===== config.mk =====
export PLATFORM = sky130hd
export DESIGN_NAME = gpei_top
export DESIGN_NICKNAME = d
export VERILOG_FILES = /design/src/gpei_dummy_unused.v /design/src/gpei_top.v /design/src/gpei_sync.v
export VERILOG_INCLUDE_DIRS = /design/src
export SDC_FILE = /design/constraint.sdc
export NUM_CORES = 1
export LEC_CHECK = 0
export ABC_AREA = 0
export ABC_CLOCK_PERIOD_IN_PS = 22900
export BUFFER_PORTS_ARGS = -buffer_cell sky130_fd_sc_hd__buf_4
export CAP_MARGIN = 0
export CORE_ASPECT_RATIO = 0.7
export CORE_MARGIN = 10
export CORE_UTILIZATION = 57
export CTS_BUF_LIST = sky130_fd_sc_hd__clkbuf_16
export CTS_CLUSTER_SIZE = 20
export DETAILED_ROUTE_END_ITERATION = 8
export PLACE_DENSITY_LB_ADDON = 0.25
export SKIP_LAST_GASP = 1
export SYNTH_ARGS = -nofsm -noshare
export SYNTH_HDL_FRONTEND = slang
export SYNTH_HIERARCHICAL = 1
export SYNTH_SLANG_ARGS = --single-unit

===== constraint.sdc =====
create_clock -name clk -period 22.9 [get_ports clk]
set_clock_uncertainty 0.2 [all_clocks]
set_input_delay 2.29 -clock clk [delete_from_list [all_inputs] [get_ports clk]]
set_output_delay 2.29 -clock clk [all_outputs]
set_load 0.03 [all_outputs]

===== src/gpei_map.vh =====
// register indices, field positions, reset values and vectors of the gpio block
`ifndef GPEI_MAP_VH
`define GPEI_MAP_VH

// ----------------------------------------------------------------------------
// register indices (byte address is four times the index)
// ----------------------------------------------------------------------------
`define GPEI_IDX_LO_DATA 6'h00
`define GPEI_IDX_HI_DATA 6'h01
`define GPEI_IDX_LO_POL 6'h02
`define GPEI_IDX_HI_POL 6'h03
`define GPEI_IDX_LO_IE 6'h04
`define GPEI_IDX_HI_IE 6'h05
`define GPEI_IDX_LO_LVL 6'h06
`define GPEI_IDX_HI_LVL 6'h07
`define GPEI_IDX_LO_PU 6'h08
`define GPEI_IDX_HI_PU 6'h09
`define GPEI_IDX_STATUS 6'h0C
`define GPEI_IDX_MASK 6'h0D
`define GPEI_IDX_CTRL 6'h0E

// ----------------------------------------------------------------------------
// field layout
// ----------------------------------------------------------------------------
`define GPEI_STAT_W 17
`define GPEI_STAT_CEXT 16
`define GPEI_CTRL_SUSPEND 0
`define GPEI_CTRL_CEXT_LOW 1

// ----------------------------------------------------------------------------
// reset values
// ----------------------------------------------------------------------------
`define GPEI_DATA_RST 8'hFF
`define GPEI_POL_RST 8'h00
`define GPEI_IE_RST 8'h00
`define GPEI_PU_RST 8'h00
`define GPEI_LVL_RST 32'h00000000
`define GPEI_MASK_RST 17'h00000
`define GPEI_CTRL_RST 2'h0

// ----------------------------------------------------------------------------
// interrupt vector addresses
// ----------------------------------------------------------------------------
`define GPEI_VEC_LINE 16'h000C
`define GPEI_VEC_CEXT 16'h000E

`endif


===== src/gpei_dummy_unused.v =====
// spare design unit: holds no logic, the block needs only two modules
`timescale 1ns/1ps


===== src/gpei_top.v =====
// gpio ports with edge interrupts, pull-ups, sink levels and rc wake pin
`timescale 1ns/1ps
// What this block does
// - eight low-current lines plus high-current port
// - small variant keeps high lines zero to three
// - every line may interrupt the core
// - edge triggered, polarity chosen per line
// - per-line pull-up, independently switched
// - four-bit sink level per line
// - high-current port drivers programmable for leds
// - rc pin open-drain, schmitt input
// - rc pin rising edge raises own interrupt
// - rc pin interrupt ends suspend
// - port data registers at indices 0x00, 0x01
// - write-only interrupt enables at 0x04, 0x05
// - write-only pull-up controls at 0x08, 0x09
// - line vector 0x000C, rc pin vector 0x000E
`include "gpei_map.vh"
module gpei_top #(
  parameter HI_LINES = 8
) (
  clk,
  rst_n,
  avs_address,
  avs_read,
  avs_write,
  avs_writedata,
  avs_byteenable,
  avs_readdata,
  avs_waitrequest,
  lo_in,
  lo_out,
  lo_oe_n,
  lo_pullup_en,
  lo_sink_level,
  hi_in,
  hi_out,
  hi_oe_n,
  hi_pullup_en,
  hi_sink_level,
  cext_in,
  cext_out,
  cext_oe_n,
  irq,
  line_irq_req,
  cext_irq_req,
  line_irq_vec,
  cext_irq_vec,
  suspended
);
  input wire clk;
  input wire rst_n;
  input wire [7:0] avs_address;
  input wire avs_read;
  input wire avs_write;
  input wire [31:0] avs_writedata;
  input wire [3:0] avs_byteenable;
  output wire [31:0] avs_readdata;
  output wire avs_waitrequest;
  input wire [7:0] lo_in;
  output wire [7:0] lo_out;
  output wire [7:0] lo_oe_n;
  output wire [7:0] lo_pullup_en;
  output wire [31:0] lo_sink_level;
  input wire [7:0] hi_in;
  output wire [7:0] hi_out;
  output wire [7:0] hi_oe_n;
  output wire [7:0] hi_pullup_en;
  output wire [31:0] hi_sink_level;
  input wire cext_in;
  output wire cext_out;
  output wire cext_oe_n;
  output wire irq;
  output wire line_irq_req;
  output wire cext_irq_req;
  output wire [15:0] line_irq_vec;
  output wire [15:0] cext_irq_vec;
  output wire suspended;

  // ----------------------------------------------------------------------------
  // reset release
  // ----------------------------------------------------------------------------
  reg rst_meta_q;
  reg rst_sync_q;
  wire rst_int_n;

  // assert at once, release only after two clean edges
  always @(posedge clk or negedge rst_n) begin
    if (!rst_n) begin
      rst_meta_q <= 1'b0;
      rst_sync_q <= 1'b0;
    end else begin
      rst_meta_q <= 1'b1;
      rst_sync_q <= rst_meta_q;
    end
  end
  assign rst_int_n = rst_sync_q;

  // ----------------------------------------------------------------------------
  // register state
  // ----------------------------------------------------------------------------
  reg [7:0] lo_data_q;
  reg [7:0] hi_data_q;
  reg [7:0] lo_pol_q;
  reg [7:0] hi_pol_q;
  reg [7:0] lo_ie_q;
  reg [7:0] hi_ie_q;
  reg [7:0] lo_pu_q;
  reg [7:0] hi_pu_q;
  reg [31:0] lo_lvl_q;
  reg [31:0] hi_lvl_q;
  reg [`GPEI_STAT_W-1:0] status_q;
  reg [`GPEI_STAT_W-1:0] status_d;
  reg [`GPEI_STAT_W-1:0] mask_q;
  reg [1:0] ctrl_q;
  reg ack_q;
  reg [31:0] rdata_q;
  reg [31:0] rdata_d;
  reg [15:0] line_prev_q;
  reg cext_prev_q;

  // ----------------------------------------------------------------------------
  // variant mask: absent high lines are never driven and never interrupt
  // ----------------------------------------------------------------------------
  wire [7:0] hi_impl;
  genvar gi;
  generate
    for (gi = 0; gi < 8; gi = gi + 1) begin : g_impl
      assign hi_impl[gi] = (gi < HI_LINES) ? 1'b1 : 1'b0;
    end
  endgenerate

  // ----------------------------------------------------------------------------
  // avalon slave handshake
  // ----------------------------------------------------------------------------
  wire req;
  wire accept;
  wire [5:0] idx;
  wire [31:0] be_mask;
  wire [31:0] wmask;

  // one wait cycle: data are looked up, then the access completes
  assign req = avs_read | avs_write;
  assign avs_waitrequest = req & ~ack_q;
  assign accept = req & ack_q;
  assign idx = avs_address[7:2];
  assign be_mask = {{8{avs_byteenable[3]}}, {8{avs_byteenable[2]}},
                    {8{avs_byteenable[1]}}, {8{avs_byteenable[0]}}};
  assign wmask = (accept & avs_write) ? be_mask : 32'h00000000;
  assign avs_readdata = rdata_q;

  // ----------------------------------------------------------------------------
  // pin synchronisers and edge detection
  // ----------------------------------------------------------------------------
  wire [15:0] line_sync;
  wire [0:0] cext_sync;
  wire [15:0] line_edge;
  wire [15:0] line_impl;
  wire [15:0] line_ie;
  wire [15:0] line_pol;
  wire cext_rise;

  gpei_sync #(.W(16)) u_line_sync (
    .clk(clk),
    .rst_n(rst_int_n),
    .d({hi_in, lo_in}),
    .q(line_sync)
  );
  gpei_sync #(.W(1)) u_cext_sync (
    .clk(clk),
    .rst_n(rst_int_n),
    .d(cext_in),
    .q(cext_sync)
  );

  assign line_impl = {hi_impl, 8'hFF};
  assign line_ie = {hi_ie_q, lo_ie_q} & line_impl;
  assign line_pol = {hi_pol_q, lo_pol_q};

  // polarity bit high picks the rising edge, low the falling edge
  generate
    for (gi = 0; gi < 16; gi = gi + 1) begin : g_edge
      assign line_edge[gi] = line_pol[gi] ? (line_sync[gi] & ~line_prev_q[gi]) :
                             (~line_sync[gi] & line_prev_q[gi]);
    end
  endgenerate

  // pad hysteresis is analogue; only rising edges of the clean level count
  assign cext_rise = cext_sync[0] & ~cext_prev_q;

  always @(posedge clk or negedge rst_int_n) begin
    if (!rst_int_n) begin
      line_prev_q <= 16'h0000;
      cext_prev_q <= 1'b0;
    end else begin
      line_prev_q <= line_sync;
      cext_prev_q <= cext_sync[0];
    end
  end

  // ----------------------------------------------------------------------------
  // read data lookup, taken in the wait cycle
  // ----------------------------------------------------------------------------
  // write-only and unmapped locations read as zero
  always @* begin
    rdata_d = 32'h00000000;
    case (idx)
      `GPEI_IDX_LO_DATA: rdata_d = {24'h000000, line_sync[7:0]};
      `GPEI_IDX_HI_DATA: rdata_d = {24'h000000, line_sync[15:8] & hi_impl};
      `GPEI_IDX_LO_POL: rdata_d = {24'h000000, lo_pol_q};
      `GPEI_IDX_HI_POL: rdata_d = {24'h000000, hi_pol_q};
      `GPEI_IDX_LO_LVL: rdata_d = lo_lvl_q;
      `GPEI_IDX_HI_LVL: rdata_d = hi_lvl_q;
      `GPEI_IDX_STATUS: rdata_d = {15'h0000, status_q};
      `GPEI_IDX_MASK: rdata_d = {15'h0000, mask_q};
      `GPEI_IDX_CTRL: rdata_d = {30'h00000000, ctrl_q};
      default: rdata_d = 32'h00000000;
    endcase
  end

  // ----------------------------------------------------------------------------
  // pending status: set by edges, cleared by reading it
  // ----------------------------------------------------------------------------
  wire [`GPEI_STAT_W-1:0] stat_set;
  wire [`GPEI_STAT_W-1:0] stat_clr;

  assign stat_set = {cext_rise, line_edge & line_ie};
  // only bits already seen by the reader are cleared, later edges survive
  assign stat_clr = (accept & avs_read & (idx == `GPEI_IDX_STATUS)) ?
                    rdata_q[`GPEI_STAT_W-1:0] : {`GPEI_STAT_W{1'b0}};

  // set wins over clear in the same cycle
  always @* begin
    status_d = (status_q & ~stat_clr) | stat_set;
  end

  // ----------------------------------------------------------------------------
  // register writes and bus state
  // ----------------------------------------------------------------------------
  always @(posedge clk or negedge rst_int_n) begin
    if (!rst_int_n) begin
      lo_data_q <= `GPEI_DATA_RST;
      hi_data_q <= `GPEI_DATA_RST;
      lo_pol_q <= `GPEI_POL_RST;
      hi_pol_q <= `GPEI_POL_RST;
      lo_ie_q <= `GPEI_IE_RST;
      hi_ie_q <= `GPEI_IE_RST;
      lo_pu_q <= `GPEI_PU_RST;
      hi_pu_q <= `GPEI_PU_RST;
      lo_lvl_q <= `GPEI_LVL_RST;
      hi_lvl_q <= `GPEI_LVL_RST;
      status_q <= {`GPEI_STAT_W{1'b0}};
      mask_q <= `GPEI_MASK_RST;
      ctrl_q <= `GPEI_CTRL_RST;
      ack_q <= 1'b0;
      rdata_q <= 32'h00000000;
    end else begin
      ack_q <= req & ~ack_q;
      if (req & ~ack_q) begin
        rdata_q <= rdata_d;
      end
      status_q <= status_d;
      // wmask[7:0] is all ones or all zeros, so bit 0 stands for the low byte
      case (idx)
        `GPEI_IDX_LO_DATA: lo_data_q <= wmask[0] ? avs_writedata[7:0] : lo_data_q;
        `GPEI_IDX_HI_DATA: hi_data_q <= wmask[0] ? avs_writedata[7:0] : hi_data_q;
        `GPEI_IDX_LO_POL: lo_pol_q <= wmask[0] ? avs_writedata[7:0] : lo_pol_q;
        `GPEI_IDX_HI_POL: hi_pol_q <= wmask[0] ? avs_writedata[7:0] : hi_pol_q;
        `GPEI_IDX_LO_IE: lo_ie_q <= wmask[0] ? avs_writedata[7:0] : lo_ie_q;
        `GPEI_IDX_HI_IE: hi_ie_q <= wmask[0] ? avs_writedata[7:0] : hi_ie_q;
        `GPEI_IDX_LO_PU: lo_pu_q <= wmask[0] ? avs_writedata[7:0] : lo_pu_q;
        `GPEI_IDX_HI_PU: hi_pu_q <= wmask[0] ? avs_writedata[7:0] : hi_pu_q;
        `GPEI_IDX_LO_LVL: begin
          lo_lvl_q <= (lo_lvl_q & ~wmask) | (avs_writedata & wmask);
        end
        `GPEI_IDX_HI_LVL: begin
          hi_lvl_q <= (hi_lvl_q & ~wmask) | (avs_writedata & wmask);
        end
        `GPEI_IDX_MASK: begin
          mask_q <= (mask_q & ~wmask[16:0]) | (avs_writedata[16:0] & wmask[16:0]);
        end
        `GPEI_IDX_CTRL: begin
          ctrl_q[`GPEI_CTRL_CEXT_LOW] <= wmask[`GPEI_CTRL_CEXT_LOW] ?
                                         avs_writedata[`GPEI_CTRL_CEXT_LOW] :
                                         ctrl_q[`GPEI_CTRL_CEXT_LOW];
        end
        default: ctrl_q <= ctrl_q;
      endcase
      // wake beats a suspend write in the same cycle, so no wake is missed
      if (cext_rise) begin
        ctrl_q[`GPEI_CTRL_SUSPEND] <= 1'b0;
      end else if ((idx == `GPEI_IDX_CTRL) & wmask[`GPEI_CTRL_SUSPEND]) begin
        ctrl_q[`GPEI_CTRL_SUSPEND] <= avs_writedata[`GPEI_CTRL_SUSPEND];
      end
    end
  end

  // ----------------------------------------------------------------------------
  // pin drivers: a zero data bit sinks the line, a one releases it
  // ----------------------------------------------------------------------------
  assign lo_out = 8'h00;
  assign hi_out = 8'h00;
  assign lo_oe_n = lo_data_q;
  assign hi_oe_n = hi_data_q | ~hi_impl;
  assign lo_pullup_en = lo_pu_q;
  assign hi_pullup_en = hi_pu_q & hi_impl;

  // sink level nibbles, zeroed for absent lines
  generate
    for (gi = 0; gi < 8; gi = gi + 1) begin : g_lvl
      assign lo_sink_level[4*gi+3:4*gi] = lo_lvl_q[4*gi+3:4*gi];
      assign hi_sink_level[4*gi+3:4*gi] = hi_lvl_q[4*gi+3:4*gi] &
                                          {4{hi_impl[gi]}};
    end
  endgenerate

  // rc pin only ever pulls low, letting the external network charge it
  assign cext_out = 1'b0;
  assign cext_oe_n = ~ctrl_q[`GPEI_CTRL_CEXT_LOW];

  // ----------------------------------------------------------------------------
  // interrupt outputs
  // ----------------------------------------------------------------------------
  assign line_irq_req = |status_q[15:0];
  assign cext_irq_req = status_q[`GPEI_STAT_CEXT];
  assign irq = |(status_q & mask_q);
  assign line_irq_vec = `GPEI_VEC_LINE;
  assign cext_irq_vec = `GPEI_VEC_CEXT;
  assign suspended = ctrl_q[`GPEI_CTRL_SUSPEND];
endmodule


===== src/gpei_sync.v =====
// two flip-flop synchroniser, one chain per bit
`timescale 1ns/1ps
module gpei_sync #(
  parameter W = 8
) (
  clk,
  rst_n,
  d,
  q
);
  input wire clk;
  input wire rst_n;
  input wire [W-1:0] d;
  output wire [W-1:0] q;

  // ----------------------------------------------------------------------------
  // synchroniser chains
  // ----------------------------------------------------------------------------
  genvar i;
  generate
    for (i = 0; i < W; i = i + 1) begin : g_bit
      reg meta_q;
      reg sync_q;
      // first stage feeds only the second stage, never any logic
      always @(posedge clk or negedge rst_n) begin
        if (!rst_n) begin
          meta_q <= 1'b0;
          sync_q <= 1'b0;
        end else begin
          meta_q <= d[i];
          sync_q <= meta_q;
        end
      end
      assign q[i] = sync_q;
    end
  endgenerate
endmodule


==> results.yml, run 1 <==
critical_path:
  worstPathMaxFanout: 5
  crit_family: "buffers and inverters"
  path_class: "input port to output pin"
  critPathLaunchType: "input port"
  cp_slowest_cell: "buf_4"
  crit_chain: "buf_4 -> o21bai_2 -> inv_1 -> buf_4"
  cp_num_buf_inv: 3
  worst_setup_path_end_kind: "output pin"
  slowest_delay_ns: 0.17
  critPathRequiredTime_ns: 20.41
  critical_path.most_common_cell: "buf_4"
  cp.arrival_ns: 2.79
sta:
  hold_viol: 0
  relSlewSlack_pct: 26.5
  tightest_slew_ns: 1.10
  fin_setup_tns_ns: 0
  drv_slew: 0
  min_period_ns: 5.28
  rsz0062_at_grt: "no"
  timing.final.ws_setup_ns: 17.62
  setup_violations: 0
  max_freq_ghz: 0.189
  whs_ns: 0.141
  period_share_pct: 23.1
final_layout:
  register_area_um2: 6280
  synthToLayoutAreaGrowth_pct: 18.9
  multi_input_area_um2: 3960
  fillCellCount: 1306
  nNetsFinal: 1067
  antennaDiodeCount: 0
  final_cells: 1255
  drive_gt1_share_pct: 42.0
  postLayoutCoreUtil_pct: 70.0
  post-route-cell-area_um2: 12800
routing:
  viasPerCell: 5.87
  wl_mm: 28.8
  drtIter0Drc: 585
  firstDrtPassIters: 5
  routed-via-count: 7370
  ant_nets: 0
  drc: 0
  routedWlPerCell_um: 22.9
placed_design:
  dpl_worst_slack_ns: 17.61
  dp.cells: 1213
  numPortBuffers: 196
  placed_cell_area_um2: 12100
  hpwl_mm: 20.1
  finalWeightedCongestion: 0.832
logic_synthesis:
  ys_seq_elements: 250
  ys_seq_area_share_pct: 58.2
  yosysTopAreaCell: "dfrtp_1"
  async_reset_ff_share_pct: 100
  syn_area_um2: 10800
  synth_common_cells: "234 x dfrtp_1, 138 x mux2_2, 76 x buf_4"
  synth_cell_types: 50
  yosysTopAreaCellShare_pct: 54.3
  netlist_instances: 836
  synth_area_leaders: "dfrtp_1 54%, mux2_2 14%, buf_4 5.3%"
  synth_most_common_cell: "dfrtp_1"
  synth_edf_count: 0
  yosys_most_used_dff: "dfrtp_1"
  avgSynthCellArea_um2: 12.9
  synth_warnings: 6
clock_tree:
  insertion_delay_ns: 0.51
  cts_tree: "done"
  ctsResizeCount: 0
  cts_buffers: 23
  clkSlewWorstSetupHoldPaths_ns: 0.07
  postCtsSetupBuffers: 0
  hold_buffers: 0
  cts.sink_count: 250
  clock_path_buffers: 3
  htree_num_levels: 1
  root_buffer: "clkbuf_16"
floorplan:
  start_util_pct: 58.9
  num_rows: 41
  die_x_um: 184
  ios: 248
  core_area_um2: 18300
  die_h_um: 135
  die_area_um2: 24900
power:
  ir_drop_v: 0.0000550
  power.density_nw_per_um2: 76.9
  power_mw: 0.985
  p_leak_nw: 6.29
run:
  drv_cap: 0
global_routing:
  grt_first_pass_wirelength_mm: 44.3
  grt_usage_pct: 22.6
  grt_overflow: 0
  grt_pass1_vias: 7475
  antenna_found_initial: 0
  grt_max_degree: 204
min_path:
  hold_path.class: "flop to async pin"
outcome:
  status: "finished clean"
cell usage in the layout (no fill, tap or decap), types with 4 or more instances in the layout:
| master | count |
|---|---|
| a22o_1 | 26 |
| a22oi_1 | 19 |
| a32oi_1 | 7 |
| and2_1 | 4 |
| and3_1 | 5 |
| and4_1 | 7 |
| buf_4 | 202 |
| clkbuf_16 | 23 |
| clkinv_1 | 4 |
| clkinv_2 | 6 |
| conb_1 | 50 |
| dfrtp_1 | 233 |
| dfstp_2 | 16 |
| inv_1 | 7 |
| mux2_2 | 138 |
| mux2_4 | 8 |
| mux4_2 | 8 |
| nand2_1 | 67 |
| nand3_1 | 69 |
| nand4_1 | 10 |
| nor2_1 | 19 |
| nor2_4 | 6 |
| nor4_1 | 4 |
| o21ai_0 | 27 |
| o21ai_1 | 13 |
kinds of logic after synthesis:
logic type,count (synthesis),synth area share [%]
flip-flops,250,58.2
AND/OR/NAND/NOR,211,10.4
multiplexers,157,17.5
buffers and inverters,112,6.77
AO/OA/AOI/OAI,104,7.01
other,2,0.0697
per-layer routing:
metal / part of all wire, % / up-vias / GRT usage (%)
met1: 43 / 3767 / 31.7
met3: 10 / 36 / 7.13
met4: 1.7 / 0 / 4.72
met2: 45 / 339 / 33.6
met5: 0 / - / 0
li1: - / 3228 / -
worst register-to-register path, stage by stage (launching register included):
cell,delay (ns)
dfrtp_1,0.41
o21bai_2,0.15
buf_4,0.44
a2111o_1,0.80
o21ai_0,0.28
power by group:
part | internal, mW | switching [mW]
combinational | 0.0414 | 0.0691
sequential | 0.467 | 0.0267
clock | 0.217 | 0.163
layout make-up:
| cell class | count | area share [%] |
|---|---|---|
| multi-input cells | 522 | 30.9 |
| repair buffers | 203 | 12.0 |
| inverters | 2 | 0.0586 |
| clock inverters | 19 | 1.27 |
| flip-flops and latches | 250 | 49.0 |
| well taps | 236 | 2.30 |
| clock buffers | 23 | 4.49 |
path summary, 6_finish.rpt:
path                            slack, ns  cells after the start                      endpoint                          from
worst max-delay path                17.62                      4               avs_waitrequest                     avs_write
worst min-delay path                 0.14                      0               lo_pullup_en[6]                     rst_int_n
worst max register to register      20.44                      4              avs_readdata[25]                         ack_q
worst min register to register       0.14                      0               lo_pullup_en[6]                     rst_int_n
max in group asynchronous           20.86                      1              avs_readdata[24]                     rst_int_n
min in group clk                     0.14                      0  u_line_sync/g_bit[14].sync_q  u_line_sync/g_bit[14].meta_q
No activity file was read; power rests on OpenSTA's default activity.
==> run 2, diff against run 1 <==
--- a/config.mk
+++ b/config.mk
@@ -7,12 +7,12 @@
 export NUM_CORES = 1
 export LEC_CHECK = 0
 export ABC_AREA = 0
-export ABC_CLOCK_PERIOD_IN_PS = 22900
+export ABC_CLOCK_PERIOD_IN_PS = 4600
 export BUFFER_PORTS_ARGS = -buffer_cell sky130_fd_sc_hd__buf_4
 export CAP_MARGIN = 0
 export CORE_ASPECT_RATIO = 0.7
 export CORE_MARGIN = 10
-export CORE_UTILIZATION = 57
+export CORE_UTILIZATION = 49
 export CTS_BUF_LIST = sky130_fd_sc_hd__clkbuf_16
 export CTS_CLUSTER_SIZE = 20
 export DETAILED_ROUTE_END_ITERATION = 8
==> constraint.sdc (replaced) <==
create_clock -name clk -period 4.6 [get_ports clk]
set_clock_uncertainty 0.2 [all_clocks]
set_input_delay 0.46 -clock clk [delete_from_list [all_inputs] [get_ports clk]]
set_output_delay 0.46 -clock clk [all_outputs]
set_load 0.03 [all_outputs]
==> results.yml, run 2 (synthesis results as in run 1) <==
sta:
  drv_slew: 0
  rsz0062_at_grt: "no"
  relSlewSlack_pct: 24.5
  max_freq_ghz: 0.365
  whs_ns: 0.0559
  setup_violations: 0
  fin_setup_tns_ns: 0
  hold_viol: 0
  min_period_ns: 2.74
  tightest_slew_ns: 1.13
  period_share_pct: 59.6
final_layout:
  final_cell_mix: "233 x dfrtp_1, 211 x buf_4, 138 x mux2_2"
  drive_gt1_share_pct: 40.9
  multi_input_area_um2: 3970
  register_area_um2: 6280
  final_cells: 1355
  post-route-cell-area_um2: 13400
  nNetsFinal: 1120
  mostFrequentLayoutCell: "dfrtp_1"
  synthToLayoutAreaGrowth_pct: 24.6
  fillCellCount: 1741
placed_design:
  hpwl_mm: 21.5
  finalWeightedCongestion: 0.812
  numPortBuffers: 196
  placed_cell_area_um2: 12200
  dp.cells: 1268
clock_tree:
  clkSlewWorstSetupHoldPaths_ns: 0.06
  ctsResizeCount: 0
  cts_tree: "done"
  clock_path_buffers: 3
  cts_buffers: 25
  htree_num_levels: 1
  hold_buffers: 42
  cts.sink_count: 250
  insertion_delay_ns: 0.52
  root_buffer: "clkbuf_16"
  postCtsSetupBuffers: 0
outcome:
  status: "finished clean"
critical_path:
  critPathLaunchType: "input port"
  path_class: "input port to output pin"
  cp.arrival_ns: 2.08
  regToRegStartpoint: "ack_q"
  worst_setup_path_end_kind: "output pin"
  worstPathMaxFanout: 19
  rrSetupSlack_ns: 1.99
  critPathRequiredTime_ns: 3.94
  worstSetupStartpoint: "avs_write"
global_routing:
  antenna_found_initial: 0
  grt_first_pass_wirelength_mm: 47.0
  grt_max_degree: 123
  grt_usage_pct: 21.1
  grt_pass1_vias: 7874
  grt_overflow: 0
power:
  ir_drop_v: 0.000285
  p_leak_nw: 6.54
  power.density_nw_per_um2: 376
floorplan:
  die_h_um: 144
  die_x_um: 197
  core_area_um2: 21700
  num_rows: 45
  start_util_pct: 49.7
  ios: 248
  die_area_um2: 28400
run:
  drv_cap: 0
routing:
  drtIter0Drc: 551
  firstDrtPassIters: 5
  ant_nets: 0
  routed-via-count: 7448
  wl_mm: 30.5
  drc: 0
  routedWlPerCell_um: 22.5
  viasPerCell: 5.50
min_path:
  hold_path.class: "input port to async pin"
## run 2: changes by cell type in the layout (fill, tap and decap cells not counted)
cell           previous run  this run
nor4_4                    0         1
inv_8                     0         1
inv_1                     7         8
clkbuf_16                23        25
buf_4                   202       211
clkinv_2                  6         4
diode_2                   0         1
dlygate4sd3_1             0        42
nor4_2                    1         0
## run 2: cell type report
type | count | share of cell area, %
Antenna cell | 1 | 0.0186
Timing Repair Buffer | 254 | 15.1
Inverter | 2 | 0.0559
Clock buffer | 25 | 4.66
Sequential cell | 250 | 46.8
Clock inverter | 19 | 1.25
Multi-Input combinational cell | 522 | 29.5
Tap cell | 282 | 2.63
## run 2: worst max-delay path: stages
cell and delay, ns:
buf_4 0.13, o21bai_2 0.88, buf_4 0.36, inv_1 0.07, buf_4 0.17
## run 2: metal layers
layer,part of all wire [%],vias to the layer above,routed length (µm),GRT usage [%]
met5,0,-,0,0
met4,1.1,0,344,4.07
met3,8.2,27,2500,5.64
met2,47,273,14300,32.6
met1,44,3810,13300,29.5
li1,-,3338,-,-
## run 2: where the power goes
| part | internal, mW | leakage (nW) | switching [mW] |
|---|---|---|---|
| logic | 0.234 | 2.85 | 0.354 |
| registers | 2.33 | 3.27 | 0.132 |
| clock network | 1.16 | 0.415 | 0.844 |
## run 2: final timing paths
| kind | endpoint | depth (start not counted) |
|---|---|---|
| setup / recovery | avs_waitrequest | 5 |
| hold / removal | rst_int_n | 2 |
| setup reg to reg | avs_readdata[2] | 6 |
| hold reg to reg | u_line_sync/g_bit[1].sync_q | 0 |
| max in group asynchronous | line_prev_q[14] | 1 |
| min in group clk | flop | 2 |
## run 2: through the flow
step	setup WS (ns)	power (mW)	util, %
5_1_grt	1.78	5.24	61.9
6_report	1.86	5.05	61.9
2_1_floorplan	0.312	2.85	-
3_3_place_gp	1.76	3.04	56.3
4_1_cts	1.90	5.08	61.9
3_5_place_dp	1.69	3.05	56.3
